[src/logic/str_pkg.sv]
// Package of constants for the segmented data-object retrieval block.
// Assumes one clock domain and a synchronous active-high reset.
package str_pkg;
  localparam int ADDR_W = 16;
  localparam int LEN_W = 16;
  localparam int FILE_W = 8;
  localparam int TAG_W = 8;
  localparam int DIR_N = 4;
  localparam int FIFO_DEPTH = 4;
  localparam int WORD_W = 10;
  // Stream word fields: last flag, status flag, byte.
  localparam int BIT_LAST = 9;
  localparam int BIT_SW = 8;
  // Command kinds seen on the command port.
  localparam logic [2:0] CMD_FIRST = 3'h0;
  localparam logic [2:0] CMD_NEXT = 3'h1;
  localparam logic [2:0] CMD_RETX = 3'h2;
  localparam logic [2:0] CMD_SEL = 3'h3;
  localparam logic [2:0] CMD_TAG = 3'h4;
  localparam logic [2:0] CMD_OK = 3'h5;
  localparam logic [2:0] CMD_ERR = 3'h6;
  // Status words.
  localparam logic [15:0] SW_OK = 16'h9000;
  localparam logic [15:0] SW_MORE = 16'h62f1;
  localparam logic [15:0] SW_MORE_PRO = 16'h62f2;
  localparam logic [15:0] SW_SEC = 16'h6982;
  localparam logic [15:0] SW_NOT_FOUND = 16'h6a88;
  localparam logic [15:0] SW_BAD_P1P2 = 16'h6a86;
  localparam logic [15:0] SW_NO_TAG = 16'h6a88;
  localparam logic [15:0] SW_NO_RETX = 16'h6985;
  localparam logic [LEN_W-1:0] LE_MAX = 16'h0100;
  typedef enum logic [4:0] {
    ST_IDLE = 5'b00001,
    ST_RD = 5'b00010,
    ST_PUSH = 5'b00100,
    ST_SW1 = 5'b01000,
    ST_SW2 = 5'b10000
  } str_state_t;
endpackage

[src/logic/str_fifo.sv]
// Small first-in first-out buffer held in flip-flops.
// Assumes both sides share clk_i; a word moves when valid and ready meet.
`timescale 1ns/1ps
module str_fifo #(
  parameter int WIDTH = 10,
  parameter int DEPTH = 4
) (
  input wire logic clk_i,
  input wire logic srst_i,
  input wire logic in_valid_i,
  output logic in_ready_o,
  input wire logic [WIDTH-1:0] in_data_i,
  output logic out_valid_o,
  input wire logic out_ready_i,
  output logic [WIDTH-1:0] out_data_o
);
  localparam int PW = (DEPTH > 1) ? $clog2(DEPTH) : 1;
  localparam logic [PW:0] FULL = (PW+1)'(DEPTH);
  logic [WIDTH-1:0] mem [DEPTH];
  logic [PW-1:0] wr_ptr;
  logic [PW-1:0] rd_ptr;
  logic [PW:0] count;
  logic push;
  logic pop;

  // Full and empty come from the true count, never from guesses.
  assign in_ready_o = (count != FULL);
  assign out_valid_o = (count != '0);
  assign out_data_o = mem[rd_ptr];
  assign push = in_valid_i && in_ready_o;
  assign pop = out_valid_o && out_ready_i;

  // Storage writes need no reset; only pointers and count carry state.
  always_ff @(posedge clk_i) begin
    if (push) begin
      mem[wr_ptr] <= in_data_i;
    end
  end

  // Pointers wrap at the depth, which need not be a power of two.
  always_ff @(posedge clk_i) begin
    if (srst_i) begin
      wr_ptr <= '0;
      rd_ptr <= '0;
      count <= '0;
    end else begin
      if (push) begin
        wr_ptr <= (wr_ptr == PW'(DEPTH - 1)) ? '0 : wr_ptr + 1'b1;
      end
      if (pop) begin
        rd_ptr <= (rd_ptr == PW'(DEPTH - 1)) ? '0 : rd_ptr + 1'b1;
      end
      count <= count + (PW+1)'(push) - (PW+1)'(pop);
    end
  end

  fifo_bound_a: assert property (@(posedge clk_i) disable iff (srst_i)
    count <= FULL) else $error("FIFO count beyond depth.");
endmodule

[src/logic/str_dir.sv]
// Directory of data objects: file, tag, start address and full TLV length.
// Assumes the loader writes entries while no retrieval is running.
`timescale 1ns/1ps
module str_dir
  import str_pkg::*;
#(
  parameter int N = 4
) (
  input wire logic clk_i,
  input wire logic srst_i,
  input wire logic wr_i,
  input wire logic [$clog2(N)-1:0] wr_idx_i,
  input wire logic wr_valid_i,
  input wire logic [FILE_W-1:0] wr_file_i,
  input wire logic [TAG_W-1:0] wr_tag_i,
  input wire logic [ADDR_W-1:0] wr_start_i,
  input wire logic [LEN_W-1:0] wr_len_i,
  input wire logic [FILE_W-1:0] file_i,
  input wire logic [TAG_W-1:0] tag_i,
  output logic hit_o,
  output logic [ADDR_W-1:0] start_o,
  output logic [LEN_W-1:0] len_o
);
  logic [N-1:0] ent_valid;
  logic [FILE_W-1:0] ent_file [N];
  logic [TAG_W-1:0] ent_tag [N];
  logic [ADDR_W-1:0] ent_start [N];
  logic [LEN_W-1:0] ent_len [N];
  logic [N-1:0] match;

  // Entries are loaded one at a time by index.
  always_ff @(posedge clk_i) begin
    if (srst_i) begin
      ent_valid <= '0;
    end else if (wr_i) begin
      ent_valid[wr_idx_i] <= wr_valid_i;
      ent_file[wr_idx_i] <= wr_file_i;
      ent_tag[wr_idx_i] <= wr_tag_i;
      ent_start[wr_idx_i] <= wr_start_i;
      ent_len[wr_idx_i] <= wr_len_i;
    end
  end

  // One comparator per entry.
  for (genvar g = 0; g < N; g++) begin : g_match
    assign match[g] = ent_valid[g] && (ent_file[g] == file_i) &&
                      (ent_tag[g] == tag_i);
  end

  // Lowest matching entry wins if the loader duplicated a tag.
  always_comb begin
    hit_o = 1'b0;
    start_o = '0;
    len_o = '0;
    for (int i = N - 1; i >= 0; i--) begin
      if (match[i]) begin
        hit_o = 1'b1;
        start_o = ent_start[i];
        len_o = ent_len[i];
      end
    end
  end
endmodule

[src/logic/str_top.sv]
// Card-side retrieval engine for BER-TLV objects, whole or in segments.
// Assumes a command decoder on clk_i, a byte memory with one-cycle read
// latency, and a response sink that may stall.
`timescale 1ns/1ps
module str_top
  import str_pkg::*;
#(
  parameter int DEPTH = FIFO_DEPTH
) (
  input wire logic clk_i,
  input wire logic srst_i,
  input wire logic cmd_valid_i,
  output logic cmd_ready_o,
  input wire logic [2:0] cmd_kind_i,
  input wire logic [TAG_W-1:0] cmd_tag_i,
  input wire logic [FILE_W-1:0] cmd_file_i,
  input wire logic [7:0] cmd_le_i,
  input wire logic access_ok_i,
  input wire logic proactive_i,
  input wire logic dir_wr_i,
  input wire logic [$clog2(DIR_N)-1:0] dir_idx_i,
  input wire logic dir_valid_i,
  input wire logic [FILE_W-1:0] dir_file_i,
  input wire logic [TAG_W-1:0] dir_tag_i,
  input wire logic [ADDR_W-1:0] dir_start_i,
  input wire logic [LEN_W-1:0] dir_len_i,
  output logic [ADDR_W-1:0] mem_addr_o,
  input wire logic [7:0] mem_data_i,
  output logic rsp_valid_o,
  input wire logic rsp_ready_i,
  output logic [7:0] rsp_data_o,
  output logic rsp_sw_o,
  output logic rsp_last_o
);
  str_state_t state, next_state;
  // Transfer context.
  logic [FILE_W-1:0] cur_file;
  logic [TAG_W-1:0] tag_ptr;
  logic tag_valid, done, last_ok;
  logic [ADDR_W-1:0] obj_start, prev_addr;
  logic [LEN_W-1:0] obj_len, offset, prev_len;
  logic [15:0] prev_sw;
  // Response in progress.
  logic [LEN_W-1:0] cnt;
  logic [15:0] cur_sw;
  // Decision of the command being taken.
  logic cmd_fire, is_get, dec_ok, dir_hit;
  logic [15:0] dec_sw;
  logic [LEN_W-1:0] dec_len, avail, le_full, dir_len;
  logic [ADDR_W-1:0] dec_addr, dir_start;
  // Buffer hookup.
  logic fifo_in_valid, fifo_in_ready, fifo_out_valid, fifo_out_ready;
  logic [WORD_W-1:0] fifo_in_data, fifo_out_data;

  assign cmd_fire = cmd_valid_i && cmd_ready_o;
  assign is_get = (cmd_kind_i == CMD_FIRST) || (cmd_kind_i == CMD_NEXT) ||
                  (cmd_kind_i == CMD_RETX);

  // Lookup always uses the current file, so a stale file can never match.
  str_dir #(
    .N(DIR_N)
  ) u_dir (
    .clk_i(clk_i),
    .srst_i(srst_i),
    .wr_i(dir_wr_i),
    .wr_idx_i(dir_idx_i),
    .wr_valid_i(dir_valid_i),
    .wr_file_i(dir_file_i),
    .wr_tag_i(dir_tag_i),
    .wr_start_i(dir_start_i),
    .wr_len_i(dir_len_i),
    .file_i(cur_file),
    .tag_i(cmd_tag_i),
    .hit_o(dir_hit),
    .start_o(dir_start),
    .len_o(dir_len)
  );

  // Decide status, segment length and start address in the taking cycle.
  always_comb begin
    le_full = (cmd_le_i == 8'h00) ? LE_MAX : {8'h00, cmd_le_i};
    dec_ok = 1'b0;
    dec_sw = SW_SEC;
    dec_len = '0;
    dec_addr = '0;
    avail = '0;
    if (!access_ok_i) begin
      dec_sw = SW_SEC;
    end else begin
      case (cmd_kind_i)
        CMD_FIRST: begin
          if (!dir_hit) begin
            dec_sw = SW_NOT_FOUND;
          end else begin
            dec_ok = 1'b1;
            avail = dir_len;
            dec_addr = dir_start;
          end
        end
        CMD_NEXT: begin
          if (!tag_valid) begin
            dec_sw = SW_NO_TAG;
          end else if (done) begin
            dec_sw = SW_BAD_P1P2;
          end else begin
            dec_ok = 1'b1;
            avail = obj_len - offset;
            dec_addr = obj_start + offset;
          end
        end
        CMD_RETX: begin
          if (!last_ok) begin
            dec_sw = SW_NO_RETX;
          end else begin
            dec_ok = 1'b1;
            dec_sw = prev_sw;
            dec_len = prev_len;
            dec_addr = prev_addr;
          end
        end
        default: begin
          dec_sw = SW_OK;
        end
      endcase
    end
    // Segment is clipped by the expected length; leftovers signal more.
    if (dec_ok && (cmd_kind_i != CMD_RETX)) begin
      if (avail > le_full) begin
        dec_len = le_full;
        dec_sw = proactive_i ? SW_MORE_PRO : SW_MORE;
      end else begin
        dec_len = avail;
        dec_sw = SW_OK;
      end
    end
  end

  // Current file and tag pointer validity; selection moves both, a tag change only clears validity, a first block sets it only on success.
  always_ff @(posedge clk_i) begin
    if (srst_i) begin
      cur_file <= '0;
      tag_ptr <= '0;
      tag_valid <= 1'b0;
    end else if (cmd_fire) begin
      if (cmd_kind_i == CMD_SEL) begin
        cur_file <= cmd_file_i;
        tag_valid <= 1'b0;
      end else if (cmd_kind_i == CMD_TAG) begin
        tag_valid <= 1'b0;
      end else if (cmd_kind_i == CMD_FIRST && dec_ok) begin
        tag_ptr <= cmd_tag_i;
        tag_valid <= 1'b1;
      end
    end
  end

  // Object window and offset; an error leaves all of it alone.
  always_ff @(posedge clk_i) begin
    if (srst_i) begin
      obj_start <= '0;
      obj_len <= '0;
      offset <= '0;
      done <= 1'b0;
    end else if (cmd_fire && dec_ok) begin
      if (cmd_kind_i == CMD_FIRST) begin
        obj_start <= dir_start;
        obj_len <= dir_len;
        offset <= dec_len;
        done <= (dec_len == avail);
      end else if (cmd_kind_i == CMD_NEXT) begin
        offset <= offset + dec_len;
        done <= (dec_len == avail);
      end
    end
  end

  // Error history and the last answer kept for retransmission.
  always_ff @(posedge clk_i) begin
    if (srst_i) begin
      last_ok <= 1'b0;
      prev_addr <= '0;
      prev_len <= '0;
      prev_sw <= SW_OK;
    end else if (cmd_fire) begin
      if (is_get) begin
        last_ok <= dec_ok;
        if (dec_ok) begin
          prev_addr <= dec_addr;
          prev_len <= dec_len;
          prev_sw <= dec_sw;
        end
      end else begin
        last_ok <= (cmd_kind_i != CMD_ERR);
      end
    end
  end

  // Sequencer: read a byte, push it, repeat, then push both status bytes.
  always_comb begin
    next_state = state;
    case (state)
      ST_IDLE: begin
        if (cmd_fire && is_get) begin
          next_state = (dec_ok && dec_len != '0) ? ST_RD : ST_SW1;
        end
      end
      ST_RD: next_state = ST_PUSH;
      ST_PUSH: begin
        if (fifo_in_ready) begin
          next_state = (cnt == LEN_W'(1)) ? ST_SW1 : ST_RD;
        end
      end
      ST_SW1: if (fifo_in_ready) next_state = ST_SW2;
      ST_SW2: if (fifo_in_ready) next_state = ST_IDLE;
      default: next_state = ST_IDLE;
    endcase
  end

  // State and the ready flag both come from the next state.
  always_ff @(posedge clk_i) begin
    if (srst_i) begin
      state <= ST_IDLE;
      cmd_ready_o <= 1'b1;
    end else begin
      state <= next_state;
      cmd_ready_o <= (next_state == ST_IDLE);
    end
  end

  // Byte counter, memory address and status of the running response.
  always_ff @(posedge clk_i) begin
    if (srst_i) begin
      cnt <= '0;
      mem_addr_o <= '0;
      cur_sw <= SW_OK;
    end else if (state == ST_IDLE && cmd_fire && is_get) begin
      cnt <= dec_len;
      mem_addr_o <= dec_addr;
      cur_sw <= dec_sw;
    end else if (state == ST_PUSH && fifo_in_ready) begin
      cnt <= cnt - 1'b1;
      mem_addr_o <= mem_addr_o + 1'b1;
    end
  end

  // The buffer lets the sink stall without stopping memory fetch early.
  always_comb begin
    fifo_in_valid = 1'b0;
    fifo_in_data = '0;
    case (state)
      ST_PUSH: begin
        fifo_in_valid = 1'b1;
        fifo_in_data = {2'b00, mem_data_i};
      end
      ST_SW1: begin
        fifo_in_valid = 1'b1;
        fifo_in_data = {2'b01, cur_sw[15:8]};
      end
      ST_SW2: begin
        fifo_in_valid = 1'b1;
        fifo_in_data = {2'b11, cur_sw[7:0]};
      end
      default: fifo_in_data = '0;
    endcase
  end

  str_fifo #(
    .WIDTH(WORD_W),
    .DEPTH(DEPTH)
  ) u_fifo (
    .clk_i(clk_i),
    .srst_i(srst_i),
    .in_valid_i(fifo_in_valid),
    .in_ready_o(fifo_in_ready),
    .in_data_i(fifo_in_data),
    .out_valid_o(fifo_out_valid),
    .out_ready_i(fifo_out_ready),
    .out_data_o(fifo_out_data)
  );

  // Output register so every response pin comes from a flip-flop.
  assign fifo_out_ready = !rsp_valid_o || rsp_ready_i;
  always_ff @(posedge clk_i) begin
    if (srst_i) begin
      rsp_valid_o <= 1'b0;
      rsp_data_o <= 8'h00;
      rsp_sw_o <= 1'b0;
      rsp_last_o <= 1'b0;
    end else if (fifo_out_ready) begin
      rsp_valid_o <= fifo_out_valid;
      rsp_data_o <= fifo_out_data[7:0];
      rsp_sw_o <= fifo_out_data[BIT_SW];
      rsp_last_o <= fifo_out_data[BIT_LAST];
    end
  end

  sel_undef_a: assert property (@(posedge clk_i) disable iff (srst_i)
    cmd_fire && cmd_kind_i == CMD_SEL |=> !tag_valid)
    else $error("Selection left the tag pointer defined.");
  keep_ctx_a: assert property (@(posedge clk_i) disable iff (srst_i)
    cmd_fire && cmd_kind_i == CMD_OK |=>
      $stable(tag_valid) && $stable(offset) && $stable(done))
    else $error("Neutral command disturbed the transfer.");
  abort_tag_a: assert property (@(posedge clk_i) disable iff (srst_i)
    cmd_fire && cmd_kind_i == CMD_TAG |=> !tag_valid)
    else $error("Tag change did not abort the transfer.");
  first_load_a: assert property (@(posedge clk_i) disable iff (srst_i)
    cmd_fire && cmd_kind_i == CMD_FIRST && dec_ok |=>
      tag_valid && tag_ptr == $past(cmd_tag_i) && offset == $past(dec_len))
    else $error("First block did not restart the object.");
  err_hold_a: assert property (@(posedge clk_i) disable iff (srst_i)
    cmd_fire && is_get && !dec_ok |=>
      $stable(offset) && $stable(tag_ptr) && $stable(obj_len))
    else $error("Error status changed the context.");
  retx_gate_a: assert property (@(posedge clk_i) disable iff (srst_i)
    cmd_fire && cmd_kind_i == CMD_RETX && access_ok_i && !last_ok |->
      dec_sw == SW_NO_RETX)
    else $error("Retransmit accepted after an error.");
  more_sw_a: assert property (@(posedge clk_i) disable iff (srst_i)
    cmd_fire && dec_ok && cmd_kind_i != CMD_RETX && !proactive_i &&
      dec_len < avail |-> dec_sw == SW_MORE)
    else $error("More data without the more-data status.");
  done_rej_a: assert property (@(posedge clk_i) disable iff (srst_i)
    cmd_fire && cmd_kind_i == CMD_NEXT && access_ok_i && tag_valid && done
      |-> !dec_ok && dec_sw == SW_BAD_P1P2)
    else $error("Next block on a finished object not refused.");
  seg_fit_a: assert property (@(posedge clk_i) disable iff (srst_i)
    cmd_fire && dec_ok && cmd_kind_i != CMD_RETX |-> dec_len <= le_full)
    else $error("Segment longer than the expected length.");
  retx_same_a: assert property (@(posedge clk_i) disable iff (srst_i)
    cmd_fire && cmd_kind_i == CMD_RETX && dec_ok |=>
      $stable(offset) && cur_sw == $past(prev_sw))
    else $error("Retransmit moved the offset or changed status.");
endmodule

[config.mk]
export PLATFORM = sky130hd
export DESIGN_NAME = str_top
export DESIGN_NICKNAME = d
export VERILOG_FILES = /design/src/logic/str_pkg.sv /design/src/logic/str_fifo.sv /design/src/logic/str_dir.sv /design/src/logic/str_top.sv
export SDC_FILE = /design/constraint.sdc
export NUM_CORES = 1
export LEC_CHECK = 0
export BUFFER_PORTS_ARGS = -buffer_cell sky130_fd_sc_hd__buf_2
export CORE_MARGIN = 3
export CORE_UTILIZATION = 64
export DETAILED_ROUTE_END_ITERATION = 8
export PLACE_DENSITY = 0.83
export REMOVE_ABC_BUFFERS = 1
export SYNTH_ARGS = -nofsm -noshare
export SYNTH_HDL_FRONTEND = slang
export SYNTH_SLANG_ARGS = --single-unit
[constraint.sdc]
create_clock -name clk_i -period 24.2 [get_ports clk_i]
set_clock_uncertainty 0.1 [all_clocks]
set_input_delay 4.84 -clock clk_i [delete_from_list [all_inputs] [get_ports clk_i]]
set_output_delay 4.84 -clock clk_i [all_outputs]
set_load 0.05 [all_outputs]
==> results.toml, run 1 <==
[final_layout]
nNetsFinal = 2174
area_growth_pct = 12.3
drive_above_1_share_pct = 12.8
fillers = 2039

[power]
pwr-share-comb_pct = 7.0
powerDensity_nw_per_um2 = 72.5
power_switching_mw = 0.380
power_frac_clock_pct = 44.4
vdd_drop_max_v = 0.0000712
leakage_nw = 8.30
sequentialPowerShare_pct = 48.5
swShare_pct = 23.4
post-layout-total-power_mw = 1.62
p_int_mw = 1.24

[sta]
slew_headroom_pct = 12.0
period_minus_slack_ns = 12.18
rsz0062_at_grt = "false"
fin_setup_tns_ns = 0
tightest_slew_ns = 1.31
hold_viol_final = 0
period_share_pct = 50.3
max_freq_mhz = 82.1
setup_viol = 0
timing.final.ws_setup_ns = 12.02
drv_slew = 0

[synth]
avgSynthCellArea_um2 = 10.3
yosysSeqAreaShare_pct = 53.3
syn-cell-area_um2 = 19900
ys.warnings.count = 0
syn_inst = 1933
synth_edf_count = 232
synthTopCellsByCount = "edfxtp_1, nand2_1, nor2_1, dfxtp_1, a21oi_1"
synth_area_leaders = "edfxtp_1, dfxtp_1, ha_1"
synth_ff_type = "edfxtp_1"
synth_top_area_cell = "edfxtp_1"
synth.distinct_cells = 91
yosysMostFrequentCell = "edfxtp_1"
synth-async-reset-ratio_pct = 0
yosys.area.top_type_share_pct = 34.9
synth-seq-cells = 415

[die]
fp.dieW_um = 182
die_h_um = 182
rows = 63
pin_count = 121
fp.dieArea_um2 = 33300
core_area_um2 = 30200
start_util_pct = 66.0

[clock_tree]
cts_root_buffer = "clkbuf_16"
cts_sinks = 415
clkSlewWorstSetupHoldPaths_ns = 0.07
cts_setup_buffers = 0
cts_tree = "yes"
cts.path.max_buffers = 3
ctsHoldBuffers = 0
htreeDepth = 2
cts_resized = 0
numCtsBuffers = 42
insertion_delay_ns = 0.56

[setup_path]
critPathSlowestCell = "o211a_1"
cp-end-kind = "flop"
worstPathArrival_ns = 12.53
cp_max_fo = 14
cpPeakStageDelay_ns = 0.56
cp.required_ns = 24.55
crit_top_cell = "a21oi_1"
setup.worst_path.start_class = "input pin"
critical_path_class = "in2reg"

[drt]
drt-initial-drc-count = 2022
drc_errors = 0
vias_per_cell = 6.42
first_pass_iters = 5
via_count = 15600
wl_mm = 51.9
wire_per_inst_um = 21.3
drtAntennaViolNets = 0

[global_routing]
grt_remaining_overflow = 0
grt_max_degree = 90
grt_pass1_wl_mm = 82.4
grt_pass1_vias = 15400
antenna_found_initial = 2
grt_usage_pct = 30.9

[hold_path]
min-delay-path-class = "reg2reg"

[placement]
pre_cts_ws_ns = 11.58
io_buffers = 120
finalWeightedCongestion = 0.943
post-dp-hpwl_mm = 35.3

[status]
status = "complete, no violations"

[flow_run]
maxCapViolations = 0
## registers in the layout (all words and copies together), names as in the netlist, 2 cells and up
register         cells
cnt                 16
cur_file             8
cur_sw              16
mem_addr_o          16
obj_len             16
obj_start           16
offset              16
prev_addr           16
prev_len            16
prev_sw             16
rsp_data_o           8
state                5
u_dir.ent_file      32
u_dir.ent_len       64
u_dir.ent_start     64
u_dir.ent_tag       32
u_dir.ent_valid      4
u_fifo.count         3
u_fifo.mem          40
u_fifo.rd_ptr        2
u_fifo.wr_ptr        2
## worst max-delay path: cells and delay by family
family          cells  cell delay [ns]
compound gates     22             4.82
simple gates        6             1.41
fa+ha+maj           3             0.95
xor+xnor            2             0.33
buf+inv             1             0.14
## per-layer routing
layer | track usage [%] | share of wire, % | vias up
met3 | 4.58 | 8.6 | 115
met2 | 49.8 | 48 | 798
li1 | - | - | 7225
met4 | 9.54 | 2.7 | 2
met1 | 43.6 | 41 | 7508
met5 | 0 | 0.025 | -
## final timing paths
path,start,endpoint,slack (ns),depth (start not counted)
setup reg to reg,cur_file[5],offset[14],15.91,33
hold reg to reg,rsp_data_o[4],rsp_data_o[4],0.36,2
setup / recovery,cmd_tag_i[4],offset[14],12.02,34
hold / removal,rsp_data_o[4],rsp_data_o[4],0.36,2
## stage by stage
| stage | hold slack, ns | std cells | instance area (µm²) | utilization (%) |
|---|---|---|---|---|
| floorplan | 0.325 | 1831 | 19500 | - |
| detailed placement | 0.350 | 2359 | 20800 | 68.9 |
| CTS | 0.359 | 2437 | 22400 | 74.2 |
| global route | 0.379 | 2438 | 22400 | 74.2 |
| finish | 0.359 | 2438 | 22400 | 74.2 |
| global placement | 0.335 | 2359 | 20800 | 68.9 |
## power groups by stage
stage / Clock, mW / Sequential [mW] / Combinational [mW]
2_1_floorplan: 0 / 0.808 / 0.0597
3_3_place_gp: 0 / 0.802 / 0.107
3_5_place_dp: 0 / 0.802 / 0.111
4_1_cts: 0.725 / 0.788 / 0.113
5_1_grt: 0.753 / 0.791 / 0.124
6_report: 0.721 / 0.788 / 0.114
## area by class of cell
class                      instances  area (µm²)  share of cell area [%]
multi-input combinational       1356        8720                    39.0
timing repair buffer             138         742                    3.31
sequential                       415       10600                    47.5
clock inverter                    21         318                    1.42
antenna                            1        2.50                  0.0112
inverter                          60         225                    1.01
clock buffer                      57        1260                    5.64
tap                              390         488                    2.18
## logic make-up after synthesis
kind of cell	share of synthesized area, %
mux	2.42
fa+ha+maj	4.42
xor+xnor	5.54
simple gates	15.5
flops	53.3
buf+inv	3.21
compound gates	15.6
## layout by cell type (no fill, tap or decap), types with 36 or more instances in the layout
| cell type | n |
|---|---|
| nor3_1 | 58 |
| dfxtp_1 | 183 |
| xor2_1 | 58 |
| a21oi_1 | 151 |
| edfxtp_1 | 232 |
| a211oi_1 | 55 |
| inv_1 | 59 |
| xnor2_1 | 68 |
| nor2_1 | 206 |
| clkbuf_16 | 46 |
| buf_2 | 119 |
| o21ai_0 | 63 |
| nand2_1 | 211 |
| nand3_1 | 36 |
| ha_1 | 64 |
Note: power is estimated with default switching activity, not from simulation.
==> run 2: changes to the inputs <==
CORE_UTILIZATION = 55   (was 64)
PLACE_DENSITY = 0.76   (was 0.83)
clock period = 10.5 ns   (was 24.2 ns; I/O delays follow)
==> run 2 against run 1 <==
Worst setup slack got worse by 11 ns. Core utilization decreased by 11 points. Routed wire length increased by 1.0%. Final cell count increased by 3.4%. Sequential power increased by 130%. Clock power increased by 120%. Design area increased by 0.18%. Critical path depth unchanged.
==> results.toml, run 2 (synthesized netlist as in run 1, its figures left out) <==
[final_layout]
final_cell_mix = "edfxtp_1, nand2_1, nor2_1"
final_common_cell = "edfxtp_1"
nNetsFinal = 2184
area_growth_pct = 12.5
final_core_util_pct = 62.9
finalInstanceArea_um2 = 22400
drive_above_1_share_pct = 12.9
largestRegisters = "u_dir.ent_len (64), u_dir.ent_start (64), u_fifo.mem (40)"
num_antenna_cells = 0
fillers = 2807

[clock_tree]
numCtsBuffers = 44
cts_sinks = 415
htreeDepth = 2
clkSlewWorstSetupHoldPaths_ns = 0.06
cts_setup_buffers = 0
cts_tree = "yes"
ctsHoldBuffers = 0
insertion_delay_ns = 0.58
cts_root_buffer = "clkbuf_16"
cts_resized = 0
cts.path.max_buffers = 3

[hold_path]
min-delay-path-class = "reg2reg"

[setup_path]
setup.worst_path.start_class = "input pin"
critical_path_class = "in2reg"
cp.required_ns = 10.87
crit_top_cell = "a21oi_1"
regToRegSetupSlack_ns = 2.20
cpPeakStageDelay_ns = 0.80
worstPathArrival_ns = 9.79
cp_max_fo = 14
crit_family = "compound AO/OA/AOI/OAI gates"
critPathSlowestCell = "or4_1"
cp-end-kind = "flop"
crit_buf_inv = 1

[global_routing]
grt_remaining_overflow = 0
antenna_found_initial = 0
grt_max_degree = 51
grt_usage_pct = 26.8
grt_pass1_wl_mm = 82.2
grt_pass1_vias = 15100

[sta]
timing.final.ws_setup_ns = 1.08
slew_headroom_pct = 18.0
hold_viol_final = 0
max_freq_mhz = 106
period_minus_slack_ns = 9.42
period_share_pct = 89.8
fin_setup_tns_ns = 0
rsz0062_at_grt = "false"
drv_slew = 0
setup_viol = 0
tightest_slew_ns = 1.22

[power]
post-layout-total-power_mw = 3.66
vdd_drop_max_v = 0.000188
swShare_pct = 23.9
sequentialPowerShare_pct = 49.6
powerDensity_nw_per_um2 = 163
p_int_mw = 2.79
power_switching_mw = 0.877
leakage_nw = 8.29
pwr-share-comb_pct = 7.2
power_frac_clock_pct = 43.2

[die]
fp.dieW_um = 196
rows = 69
die_h_um = 196
start_util_pct = 55.9
pin_count = 121
fp.dieArea_um2 = 38600
core_area_um2 = 35700

[flow_run]
maxCapViolations = 0

[drt]
first_pass_iters = 6
drt-initial-drc-count = 1600
wl_mm = 52.4
drc_errors = 0
wire_per_inst_um = 20.8
drtAntennaViolNets = 0
via_count = 15500
vias_per_cell = 6.15

[placement]
placed_area_um2 = 21000
pre_cts_ws_ns = 0.615
post-dp-hpwl_mm = 36.7
finalWeightedCongestion = 0.941
io_buffers = 120

[status]
status = "complete, no violations"
## run 2: metrics by stage
| step | hold slack, ns | cells |
|---|---|---|
| 2_1_floorplan | 0.325 | 1831 |
| 3_3_place_gp | 0.335 | 2438 |
| 3_5_place_dp | 0.345 | 2438 |
| 4_1_cts | 0.353 | 2520 |
| 5_1_grt | 0.374 | 2520 |
| 6_report | 0.351 | 2520 |
## run 2: worst paths after layout
| check | depth (start not counted) | to | from |
|---|---|---|---|
| worst min register to register | 2 | rsp_data_o[5] | rsp_data_o[5] |
| worst min-delay path | 2 | rsp_data_o[5] | rsp_data_o[5] |
| worst max register to register | 33 | offset[14] | cur_file[3] |
| worst max-delay path | 34 | offset[14] | cmd_tag_i[1] |
## run 2: power by group through the flow
stage | combinational [mW] | sequential (mW) | clock [mW]
global placement | 0.251 | 1.85 | 0
global route | 0.286 | 1.82 | 1.67
finish | 0.262 | 1.82 | 1.58
detailed placement | 0.260 | 1.85 | 0
CTS | 0.262 | 1.82 | 1.61
floorplan | 0.138 | 1.86 | 0
## run 2: cell type report
type | count | area, µm² | share of cell area, %
Tap cell | 461 | 577 | 2.57
Sequential cell | 415 | 10600 | 47.4
Multi-Input combinational cell | 1356 | 8720 | 38.9
Timing Repair Buffer | 146 | 798 | 3.56
Clock inverter | 29 | 314 | 1.40
Clock buffer | 53 | 1160 | 5.19
Inverter | 60 | 225 | 1.00
## run 2: worst reg2reg max path: cells and delay by family (launching register included)
kind / cells / cell delay, ns
flip-flops: 1 / 0.37
AO/OA/AOI/OAI: 20 / 4.13
XOR/XNOR: 2 / 0.45
AND/OR/NAND/NOR: 8 / 2.18
adder cells (fa/ha/maj): 3 / 0.97
## run 2: routing by layer
metal  share of wire (%)  track usage (%)
met3                 7.1             4.07
met4                 3.3             9.43
met2                  47             43.6
met1                  43             37.1
met5                   0                0
